**config.mk**
```make
export PLATFORM = sky130hd
export DESIGN_NAME = acoustic_pwm_ramp_limiter
export DESIGN_NICKNAME = d
export VERILOG_FILES = /design/src/ramp_step_table.v /design/src/ramp_channel.v /design/src/acoustic_pwm_ramp_limiter.v
export VERILOG_INCLUDE_DIRS = /design/src
export SDC_FILE = /design/constraint.sdc
export NUM_CORES = 1
export LEC_CHECK = 0
export BUFFER_PORTS_ARGS = -buffer_cell sky130_fd_sc_hd__buf_2
export CAP_MARGIN = 20
export CORE_MARGIN = 4
export CORE_UTILIZATION = 35
export CTS_CLUSTER_DIAMETER = 50
export DETAILED_ROUTE_END_ITERATION = 6
export GPL_TIMING_DRIVEN = 1
export PLACE_DENSITY_LB_ADDON = 0.3
export SETUP_SLACK_MARGIN = 0.3
export SLEW_MARGIN = 5
export SYNTH_ARGS = -nofsm -noshare
export SYNTH_HDL_FRONTEND = slang
export SYNTH_SLANG_ARGS = --single-unit
export TNS_END_PERCENT = 10
```
**constraint.sdc**
```tcl
create_clock -name i_core_clk -period 4.9 [get_ports i_core_clk]
set_input_delay 0.49 -clock i_core_clk [delete_from_list [all_inputs] [get_ports i_core_clk]]
set_output_delay 0.49 -clock i_core_clk [all_outputs]
set_load 0.005 [all_outputs]
```
**src/ramp_limiter_map.vh**
```
/*
 * ramp_limiter_map.vh
 * register offsets, field positions, reset values and timing constants
 * for the acoustic pwm ramp limiter.
 * assumes it is included by bare name from the design files.
 */
`ifndef RAMP_LIMITER_MAP_VH
`define RAMP_LIMITER_MAP_VH

// register byte addresses
`define ADDR_PWM1_CHANNEL_CONFIG 8'h5C
`define ADDR_PWM2_CHANNEL_CONFIG 8'h5D
`define ADDR_PWM3_CHANNEL_CONFIG 8'h5E
`define ADDR_RAMP_LIMIT_CTRL_FIRST 8'h62
`define ADDR_RAMP_LIMIT_CTRL_SECOND 8'h63

// reset values
`define RST_PWM_CHANNEL_CONFIG 8'h00
`define RST_RAMP_LIMIT_CTRL 8'h00

// field positions
`define CFG_SLOW_BIT 3
`define CTRL1_CH1_SEL_HI 2
`define CTRL1_CH1_SEL_LO 0
`define CTRL1_CH1_EN_BIT 3
`define CTRL2_CH2_SEL_HI 6
`define CTRL2_CH2_SEL_LO 4
`define CTRL2_CH2_EN_BIT 7
`define CTRL2_CH3_SEL_HI 2
`define CTRL2_CH3_SEL_LO 0
`define CTRL2_CH3_EN_BIT 3

// step sizes in time slots for selector codes 000..111
`define STEP_CODE0 8'h01
`define STEP_CODE1 8'h02
`define STEP_CODE2 8'h03
`define STEP_CODE3 8'h05
`define STEP_CODE4 8'h08
`define STEP_CODE5 8'h0C
`define STEP_CODE6 8'h18
`define STEP_CODE7 8'h30

// full scale duty, 255 slots per period
`define DUTY_FULL_SCALE 8'hFF

// slow setting stretches the ramp by this many updates per step
`define SLOW_FACTOR 4
`define SLOW_CNT_MAX 2'h3

`endif

```
**src/ramp_step_table.v**
```verilog
/*
 * ramp_step_table.v
 * maps a 3-bit ramp selector to its step size in time slots.
 * assumes pure combinational use inside the ramp limiter.
 */
`timescale 1ns/100ps
`include "ramp_limiter_map.vh"

module ramp_step_table (
    input wire [2:0] i_sel,    // ramp selector code
    output reg [7:0] o_step    // step size in time slots
);

    // fixed lookup table of step sizes
    always @* begin
        case (i_sel)
            3'h0: o_step = `STEP_CODE0; // RQ1 RQ10
            3'h1: o_step = `STEP_CODE1;
            3'h2: o_step = `STEP_CODE2;
            3'h3: o_step = `STEP_CODE3;
            3'h4: o_step = `STEP_CODE4;
            3'h5: o_step = `STEP_CODE5;
            3'h6: o_step = `STEP_CODE6;
            3'h7: o_step = `STEP_CODE7;
            default: o_step = `STEP_CODE0;
        endcase
    end

endmodule

```
**src/ramp_channel.v**
```verilog
/*
 * ramp_channel.v
 * one channel of the duty slew limiter: holds the previous output duty
 * and moves it toward the target by one step per duty update.
 * assumes i_update is a one-cycle strobe from the fan control loop.
 */
`timescale 1ns/100ps
`include "ramp_limiter_map.vh"

module ramp_channel (
    input wire i_core_clk,     // core clock
    input wire i_arst_n,       // async reset, active low
    input wire i_update,       // new target duty available
    input wire [7:0] i_target, // newly calculated duty
    input wire i_enable,       // ramp limiting enabled
    input wire i_slow,         // stretch ramp by four
    input wire [7:0] i_step,   // step size in time slots
    output reg [7:0] o_duty    // limited output duty
);

    reg [1:0] slow_cnt;
    reg [7:0] next_duty;
    wire [7:0] diff_up;
    wire [7:0] diff_dn;
    wire step_now;

    assign diff_up = i_target - o_duty;
    assign diff_dn = o_duty - i_target;
    // slow mode steps only on every fourth update
    assign step_now = !i_slow || (slow_cnt == `SLOW_CNT_MAX); // RQ9 RQ11

    // next duty: follow directly, or step without overshoot
    always @* begin
        next_duty = o_duty;
        if (!i_enable) begin
            next_duty = i_target; // RQ12
        end else if (step_now) begin
            if (i_target > o_duty) begin
                // clamp keeps result at target and inside 0..255
                if (diff_up <= i_step) begin
                    next_duty = i_target; // RQ15
                end else begin
                    next_duty = o_duty + i_step; // RQ6 RQ5
                end
            end else if (i_target < o_duty) begin
                if (diff_dn <= i_step) begin
                    next_duty = i_target; // RQ15
                end else begin
                    next_duty = o_duty - i_step; // RQ7
                end
            end
        end
    end

    // duty and slow divider update only on a duty update strobe
    always @(posedge i_core_clk or negedge i_arst_n) begin
        if (!i_arst_n) begin
            o_duty <= 8'h00;
            slow_cnt <= 2'h0;
        end else if (i_update) begin
            o_duty <= next_duty; // RQ8 RQ16
            if (!i_enable || !i_slow) begin
                slow_cnt <= 2'h0;
            end else begin
                slow_cnt <= slow_cnt + 2'h1;
            end
        end
    end

endmodule

```
**src/acoustic_pwm_ramp_limiter.v**
```verilog
/*
 * acoustic_pwm_ramp_limiter.v
 * three-channel duty slew limiter placed after the automatic fan
 * control loop, with its byte configuration registers.
 * assumes a simple synchronous byte register port and a one-cycle
 * update strobe per channel from the fan control loop.
 */
`timescale 1ns/100ps
`include "ramp_limiter_map.vh"

// Behaviour
// RQ1 - codes 000..111 give 1,2,3,5,8,12,24,48 slots
// RQ2 - channel one selector in first control bits 2:0
// RQ3 - second register: ch2 bits 6:4, ch3 2:0
// RQ4 - per-channel enables at bits 3, 7, 3
// RQ5 - period has 255 slots, one slot increments
// RQ6 - target above previous: raise by step
// RQ7 - target below previous: lower by step
// RQ8 - adjusted duty becomes previous for next compare
// RQ9 - config bit 3 slows ramp fourfold
// RQ10 - one slot full ramp about 35 seconds
// RQ11 - slow ramp 140 down to 3.2 seconds
// RQ12 - disabled channel follows target immediately
// RQ13 - limiting acts on duty, not temperature
// RQ14 - each channel enters ramp mode independently
// RQ15 - no overshoot, clamp to target, stay 0..255
// RQ16 - one step per duty update from loop
module acoustic_pwm_ramp_limiter (
    input wire i_core_clk,         // core clock, 100 MHz
    input wire i_arst_n,           // async reset, active low
    input wire i_reg_wr,           // register write strobe
    input wire [7:0] i_reg_addr,   // register byte address
    input wire [7:0] i_reg_wdata,  // register write data
    output reg [7:0] o_reg_rdata,  // register read data
    input wire i_ch1_update,       // channel 1 new duty strobe
    input wire i_ch2_update,       // channel 2 new duty strobe
    input wire i_ch3_update,       // channel 3 new duty strobe
    input wire [7:0] i_ch1_target, // channel 1 calculated duty
    input wire [7:0] i_ch2_target, // channel 2 calculated duty
    input wire [7:0] i_ch3_target, // channel 3 calculated duty
    output wire [7:0] o_ch1_duty,  // channel 1 limited duty
    output wire [7:0] o_ch2_duty,  // channel 2 limited duty
    output wire [7:0] o_ch3_duty   // channel 3 limited duty
);

    reg [7:0] pwm1_channel_config;
    reg [7:0] pwm2_channel_config;
    reg [7:0] pwm3_channel_config;
    reg [7:0] ramp_limit_ctrl_first;
    reg [7:0] ramp_limit_ctrl_second;
    wire [2:0] ch1_ramp_select;
    wire [2:0] ch2_ramp_select;
    wire [2:0] ch3_ramp_select;
    wire [7:0] ch1_step;
    wire [7:0] ch2_step;
    wire [7:0] ch3_step;

    // field extraction from the control registers
    assign ch1_ramp_select = ramp_limit_ctrl_first[`CTRL1_CH1_SEL_HI:`CTRL1_CH1_SEL_LO]; // RQ2
    assign ch2_ramp_select = ramp_limit_ctrl_second[`CTRL2_CH2_SEL_HI:`CTRL2_CH2_SEL_LO]; // RQ3
    assign ch3_ramp_select = ramp_limit_ctrl_second[`CTRL2_CH3_SEL_HI:`CTRL2_CH3_SEL_LO]; // RQ3

    // register writes; unmapped addresses are ignored
    always @(posedge i_core_clk or negedge i_arst_n) begin
        if (!i_arst_n) begin
            pwm1_channel_config <= `RST_PWM_CHANNEL_CONFIG;
            pwm2_channel_config <= `RST_PWM_CHANNEL_CONFIG;
            pwm3_channel_config <= `RST_PWM_CHANNEL_CONFIG;
            ramp_limit_ctrl_first <= `RST_RAMP_LIMIT_CTRL;
            ramp_limit_ctrl_second <= `RST_RAMP_LIMIT_CTRL;
        end else if (i_reg_wr) begin
            case (i_reg_addr)
                `ADDR_PWM1_CHANNEL_CONFIG: pwm1_channel_config <= i_reg_wdata;
                `ADDR_PWM2_CHANNEL_CONFIG: pwm2_channel_config <= i_reg_wdata;
                `ADDR_PWM3_CHANNEL_CONFIG: pwm3_channel_config <= i_reg_wdata;
                `ADDR_RAMP_LIMIT_CTRL_FIRST: ramp_limit_ctrl_first <= i_reg_wdata;
                `ADDR_RAMP_LIMIT_CTRL_SECOND: ramp_limit_ctrl_second <= i_reg_wdata;
                default: ;
            endcase
        end
    end

    // registered read data so the data output comes from a flop
    always @(posedge i_core_clk or negedge i_arst_n) begin
        if (!i_arst_n) begin
            o_reg_rdata <= 8'h00;
        end else begin
            case (i_reg_addr)
                `ADDR_PWM1_CHANNEL_CONFIG: o_reg_rdata <= pwm1_channel_config;
                `ADDR_PWM2_CHANNEL_CONFIG: o_reg_rdata <= pwm2_channel_config;
                `ADDR_PWM3_CHANNEL_CONFIG: o_reg_rdata <= pwm3_channel_config;
                `ADDR_RAMP_LIMIT_CTRL_FIRST: o_reg_rdata <= ramp_limit_ctrl_first;
                `ADDR_RAMP_LIMIT_CTRL_SECOND: o_reg_rdata <= ramp_limit_ctrl_second;
                default: o_reg_rdata <= 8'h00;
            endcase
        end
    end

    // step lookup per channel
    ramp_step_table u_step1 (
        .i_sel(ch1_ramp_select),
        .o_step(ch1_step)
    );
    ramp_step_table u_step2 (
        .i_sel(ch2_ramp_select),
        .o_step(ch2_step)
    );
    ramp_step_table u_step3 (
        .i_sel(ch3_ramp_select),
        .o_step(ch3_step)
    );

    // independent limiter per channel acting on duty, so channels on one
    // temperature source still ramp at their own rates
    ramp_channel u_ch1 ( // RQ13 RQ14
        .i_core_clk(i_core_clk),
        .i_arst_n(i_arst_n),
        .i_update(i_ch1_update),
        .i_target(i_ch1_target),
        .i_enable(ramp_limit_ctrl_first[`CTRL1_CH1_EN_BIT]), // RQ4
        .i_slow(pwm1_channel_config[`CFG_SLOW_BIT]), // RQ9
        .i_step(ch1_step),
        .o_duty(o_ch1_duty)
    );
    ramp_channel u_ch2 (
        .i_core_clk(i_core_clk),
        .i_arst_n(i_arst_n),
        .i_update(i_ch2_update),
        .i_target(i_ch2_target),
        .i_enable(ramp_limit_ctrl_second[`CTRL2_CH2_EN_BIT]), // RQ4
        .i_slow(pwm2_channel_config[`CFG_SLOW_BIT]),
        .i_step(ch2_step),
        .o_duty(o_ch2_duty)
    );
    ramp_channel u_ch3 (
        .i_core_clk(i_core_clk),
        .i_arst_n(i_arst_n),
        .i_update(i_ch3_update),
        .i_target(i_ch3_target),
        .i_enable(ramp_limit_ctrl_second[`CTRL2_CH3_EN_BIT]), // RQ4
        .i_slow(pwm3_channel_config[`CFG_SLOW_BIT]),
        .i_step(ch3_step),
        .o_duty(o_ch3_duty)
    );

    // ramp times (RQ10, RQ11) follow from the loop's update spacing:
    // 255 slots at one slot per update, four times longer when slow
endmodule

```
---- Word level (Yosys, flattened, before mapping) ----
Memory sizes are Yosys's and may differ from the RTL's.
Index checks and enable logic that the tools add are counted.
storage, ports and cells
  flip-flop bits (word level) ............. 78
  bits in read-only memories .............. 144
  input bits .............................. 46
  output and inout port bits .............. 32
  word-level logic and storage cells ...... 98
  memories kept ........................... 3
operators by class
  $add $sub $neg .......................... 15
  order comparisons ....................... 12
  equality and inequality tests ........... 14
  mux-type cells .......................... 22
  reductions and logical operators ........ 20
memory list
  memory            depth  width  rd ports  clocked after Yosys merged registers in  write ports  line                  text
  (name not given)  8      6      1         0                                        0            ramp_step_table.v:16  case (i_sel)
  (name not given)  8      6      1         0                                        0            ramp_step_table.v:16
  (name not given)  8      6      1         0                                        0            ramp_step_table.v:16
operators with widths
  kind                   number
  $mux W8                18
  $sub A8 B8 Y8          9
  $le A8 B8 Y1           6
  $eq A8 B7 Y1 const B   5
  $pmux W8 S5            1
  $add A8 B8 Y8          3
  $gt A8 B8 Y1           3
  $lt A8 B8 Y1           3
  $reduce_and A2 Y1      5
  $ne A3 B1 Y1 const B   3
  $reduce_and A3 Y1      3
  $add A2 B1 Y2 const B  3
  $eq A2 B2 Y1 const B   3
  $logic_not A1 Y1       6
  $logic_or A1 B1 Y1     6
  $mux W2                3
  $ne A2 B1 Y1 const B   3

---- Depth between registers and ports, before layout ----
  depth in word-level cells ............... 7
  gate-level depth with buffers ........... 18
  gate-level depth less buffers ........... 16

---- Modules after synthesis ----
From an unflattened synthesis, not the netlist that was laid out.
unflattened totals
  cell total of the unflattened synthesis .. 1015
  area, all modules ....................... 9163.8 um2
modules (own cells, without submodules)
  module                     times used  cells each  area an instance (um2)  seq. area each (um2)
  ramp_channel at u_ch2      1           293         2354.8                  250.2
  ramp_channel at u_ch1      1           273         2233.4                  250.2
  ramp_channel at u_ch3      1           268         2163.3                  250.2
  acoustic_pwm_ramp_limiter  1           145         2145.8                  1201.2
  ramp_step_table            3           12          88.8                    0.0

---- Worst setup path before layout ----
OpenSTA, ideal clock, no wires.
  path type ............................... input port to flip-flop
  start ................................... in i_ch3_target[1]
  end ..................................... reg u_ch3.o_duty[5]
  setup time .............................. 0.126 ns
  arrival time ............................ 3.406 ns
  required time ........................... 4.774 ns
  slack ................................... 1.368 ns
  cell stages on the path ................. 16
  cells stage by stage .................... inv_1 > ha_1 > nor2b_1 > o21ai_0 > nand2_1 > a21o_1 > a21oi_1 > xnor2_1 > ha_1 > a2111oi_0 > o21ai_0 > nor2b_1 > nor4b_4 > a21oi_1 > o21ba_1 > a221o_1
on the way
  word-level cells in the longest chain between the ends .. 7
ends and longest elaborated chain
  item                  line                            text
  from (decl)           acoustic_pwm_ramp_limiter.v:40  input wire [7:0] i_ch3_target,
  $sub A8 B8 Y8         ramp_channel.v:28               assign diff_dn = o_duty - i_target;
  $le A8 B8 Y1          ramp_channel.v:46               if (diff_dn <= i_step) begin
  $mux W8               ramp_channel.v:46
  $mux W8               ramp_channel.v:45               end else if (i_target < o_duty) begin
  $mux W8               ramp_channel.v:38               if (i_target > o_duty) begin
  $mux W8               ramp_channel.v:37               end else if (step_now) begin
  $mux W8               ramp_channel.v:35               if (!i_enable) begin
  to (signal assigned)  ramp_channel.v:61               o_duty <= next_duty;
  to (decl)             ramp_channel.v:18               output reg [7:0] o_duty
Several ways; a longest one is shown, not always the timed one. The select of a mux whose other input is x is not followed.
A chain may end at the register's enable or synchronous reset.

---- Worst setup path after layout ----
  start ................................... reg u_ch3.o_duty[1]
  end ..................................... reg u_ch3.o_duty[6]
on the way
  word-level cells in the longest chain between the ends .. 7
ends and longest elaborated chain
  item           line
  $sub A8 B8 Y8  ramp_channel.v:28
  $le A8 B8 Y1   ramp_channel.v:46
  $mux W8        ramp_channel.v:46
  $mux W8        ramp_channel.v:45
  $mux W8        ramp_channel.v:38
  $mux W8        ramp_channel.v:37
  $mux W8        ramp_channel.v:35
Several ways; a longest one is shown, not always the timed one. The select of a mux whose other input is x is not followed.

==> impl_metrics.ini <==
[sta]
setup_viol_count_final = 0
period_needed_ps = 4014
drv_slew = 0
worstMarginPinSlew_ps = 837.5
whs_ps = 44.28
fin_crit_sh_pct = 81.91
clock_skew_ps = 8.740
finalHoldViolCount = 0
relSlewSlack_pct = 43.74
setup_tns_ps = 0
rsz0062_at_grt = no
fmax_ghz = 0.2492

[die]
die_w_um = 164.6
start_util_pct = 35.41
die-height_um = 164.6
design.portCount = 78
die_area_um2 = 27100
placementRows = 57
core_um2 = 24250

[yosys]
synth-main-ff-cell = dfrtp_1
ys_seq_area_share_pct = 22.73
synth_nets = 1171
yosysUniqueCellTypes = 86
synth-seq-cells = 78
synthAdderAreaFrac_pct = 20.72
yosysTopAreaCell = dfrtp_1
ys_warn_count = 0
synth_commonest_cells = ha_1, inv_1, dfrtp_1
synth-simple-area-share_pct = 16.28
synth_xor_area_share_pct = 3.366
synthArstFlopShare_pct = 100.0
yosysMostFrequentCell = ha_1
synth_top_family_by_area = compound AO/OA/AOI/OAI gates
synthTopCellsByArea = dfrtp_1, ha_1, inv_1
synth_cells = 990
syn-cell-area_um2 = 8587
synth-edff-count = 0
synth_top_area_share_pct = 22.73
synth_compound_area_share_pct = 24.39
muxShareOfSynthArea_pct = 5.959
avgSynthCellArea_um2 = 8.674

[global_routing]
overflow = 0
grt_max_degree = 58
grt_pass1_wl_mm = 37.13
first_global_vias = 7109
globalRouteTotalUtil_pct = 17.24
grt_antenna_before_repair = 3

[power]
p_sw_share_pct = 41.02
p_clk_share_pct = 25.2
powerDensity_nw_per_um2 = 290.9
seq_power_share_pct = 27.1
p_int_mw = 1.638
ir_drop_v = 0.0001884
static-leakage-power_nw = 4.538
power_frac_comb_pct = 47.8
switchingPower_mw = 1.139
p_total_mw = 2.777

[detailed_routing]
first_pass_iters = 7
drt-wirelength-per-cell_um = 16.85
vias_per_cell = 5.443
wl_mm = 23.26
detail-route-antenna-nets = 0
via_count = 7512
drt_iter0_drc = 640
route.detailed.drc = 2

[place]
gp_congestion = 0.9352
placed_area_um2 = 9234
portBuffers = 77
place_hpwl_mm = 18.72

[outcome]
outcome = finished with violations
violations = DRC

[clocking]
tritoncts = yes
cts-root-buf = clkbuf_16
clock-sinks = 78
clk_latency_ps = 340
postCtsSetupBuffers = 0
cts_resized = 0
cts_buffer_depth = 2
htree_levels = 3
clk_pin_slew_ps = 70
holdBufCountCts = 0
cts_made_buffers = 9

[critical_path]
critPathMaxFanout = 9
worstPathArrival_ps = 4300
crit_path_end_kind = flop
start_kind = flop
cp.required_ps = 5180
r2r_start = u_ch3.o_duty[1]
critical_path_class = reg2reg
startpoint = u_ch3.o_duty[1]

[finish]
drive_gt1_share_pct = 15.65
area_delta_synth_final_pct = 11.15
post-route-cell-area_um2 = 9544
nets = 1230

[worst_hold_path]
min_path_type = in2async

[flow_run]
max_cap_viol_count = 0
## per-layer routing
layer / track usage, % / wire (µm) / share of wire (%)
met5: 0 / 33 / 0.14
met3: 2.920 / 1173 / 5.0
met2: 28.66 / 10840 / 47
met4: 5.255 / 563 / 2.4
met1: 22.96 / 10650 / 46
## critical path, cell delays in order, from the launching register on
cell and delay [ps]:
dfrtp_1 580, ha_1 330, nor2b_1 140, o21ai_0 210, nand2_1 130, a21o_1 180, a21oi_1 180, xnor2_1 100
ha_1 210, a2111oi_0 380, o21ai_0 140, nor2b_1 170, nor4b_4 580, o22ai_2 190, nor2_2 240, a221o_1 180
## state kept, by name, summed over array words and instances, names as in the netlist
signal and count:
u_ch1.slow_cnt 2, o_reg_rdata 8, u_ch3.o_duty 8, u_ch1.o_duty 8
u_ch2.slow_cnt 2, pwm2_channel_config 8, pwm3_channel_config 8, u_ch3.slow_cnt 2
ramp_limit_ctrl_second 8, pwm1_channel_config 8, u_ch2.o_duty 8, ramp_limit_ctrl_first 8
## final timing paths
kind                                            end  slack [ps]  depth (start not counted)
setup / recovery                    u_ch3.o_duty[6]         890                         15
max in group asynchronous    pwm1_channel_config[5]        3810                          2
setup reg to reg                    u_ch3.o_duty[6]         890                         15
hold reg to reg            ramp_limit_ctrl_first[4]         500                          1
hold / removal                      u_ch1.o_duty[6]          40                          1
min in group i_core_clk           u_ch2.slow_cnt[0]         390                          2
## placed cells by master, fill, tap and decap left out, types with 5 or more instances in the layout
cell	synthesis	layout
nor2b_1	19	19
mux2_2	33	33
clkbuf_16	0	9
xor2_1	12	12
or3_1	6	6
buf_2	12	76
a221o_1	7	7
a211oi_1	7	7
nand4_1	21	21
a22o_1	6	6
o21a_1	12	12
a21o_1	21	21
o31ai_1	9	9
o21ai_0	42	42
a222oi_1	8	8
o211ai_1	11	11
nand3b_1	9	9
nand2_1	71	71
a21oi_1	67	67
a31oi_1	10	10
nor3_1	6	6
dfrtp_1	78	78
o21ai_1	11	11
o22ai_1	7	7
nand3_1	17	17
inv_1	105	105
or2_2	7	7
xnor2_1	21	21
nor2_1	61	61
ha_1	123	123
fa_1	12	12
nand2b_1	11	11
o21bai_1	8	8
mux2_1	8	8
and2_1	9	9
a211o_1	8	8
mux2i_1	5	5
## final cells by class
class / count / area (µm²)
diodes: 2 / 5.005
clock buffers: 9 / 225.2
clock inverters: 7 / 80.08
fillers: 2446 / 14700
inverters: 105 / 394.1
multi-input cells: 775 / 6072
flip-flops and latches: 78 / 1952
well taps: 324 / 405.4
repair buffers: 80 / 410.4
## metrics by stage
| stage | worst slack [ps] | instances | utilization [%] |
|---|---|---|---|
| 6_report | 886.5 | 1380 | 39.36 |
| 5_1_grt | 463.9 | 1379 | 39.35 |
| 4_1_cts | 923.7 | 1378 | 39.34 |
| 3_5_place_dp | 771.9 | 1362 | 38.08 |
| 3_3_place_gp | 890.6 | 1362 | 38.08 |
| 2_1_floorplan | 1368 | 990 | - |
## power groups by stage
stage / clock network [mW] / registers (mW) / logic, mW
CTS: 0.715 / 0.752 / 1.32
finish: 0.699 / 0.751 / 1.33
global placement: 0 / 0.763 / 1.30
global route: 0.747 / 0.758 / 1.49
floorplan: 0 / 0.739 / 1.02
detailed placement: 0 / 0.765 / 1.31
## kinds of logic (layout without fill, tap and decap cells)
family	after synthesis	after routing
buffers and inverters	137	201
flip-flops	78	78
multiplexers	46	46
AND/OR/NAND/NOR	268	268
other	0	2
XOR/XNOR	33	33
AO/OA/AOI/OAI	293	293
adder cells (fa/ha/maj)	135	135
No activity file was read; power rests on OpenSTA's default activity.
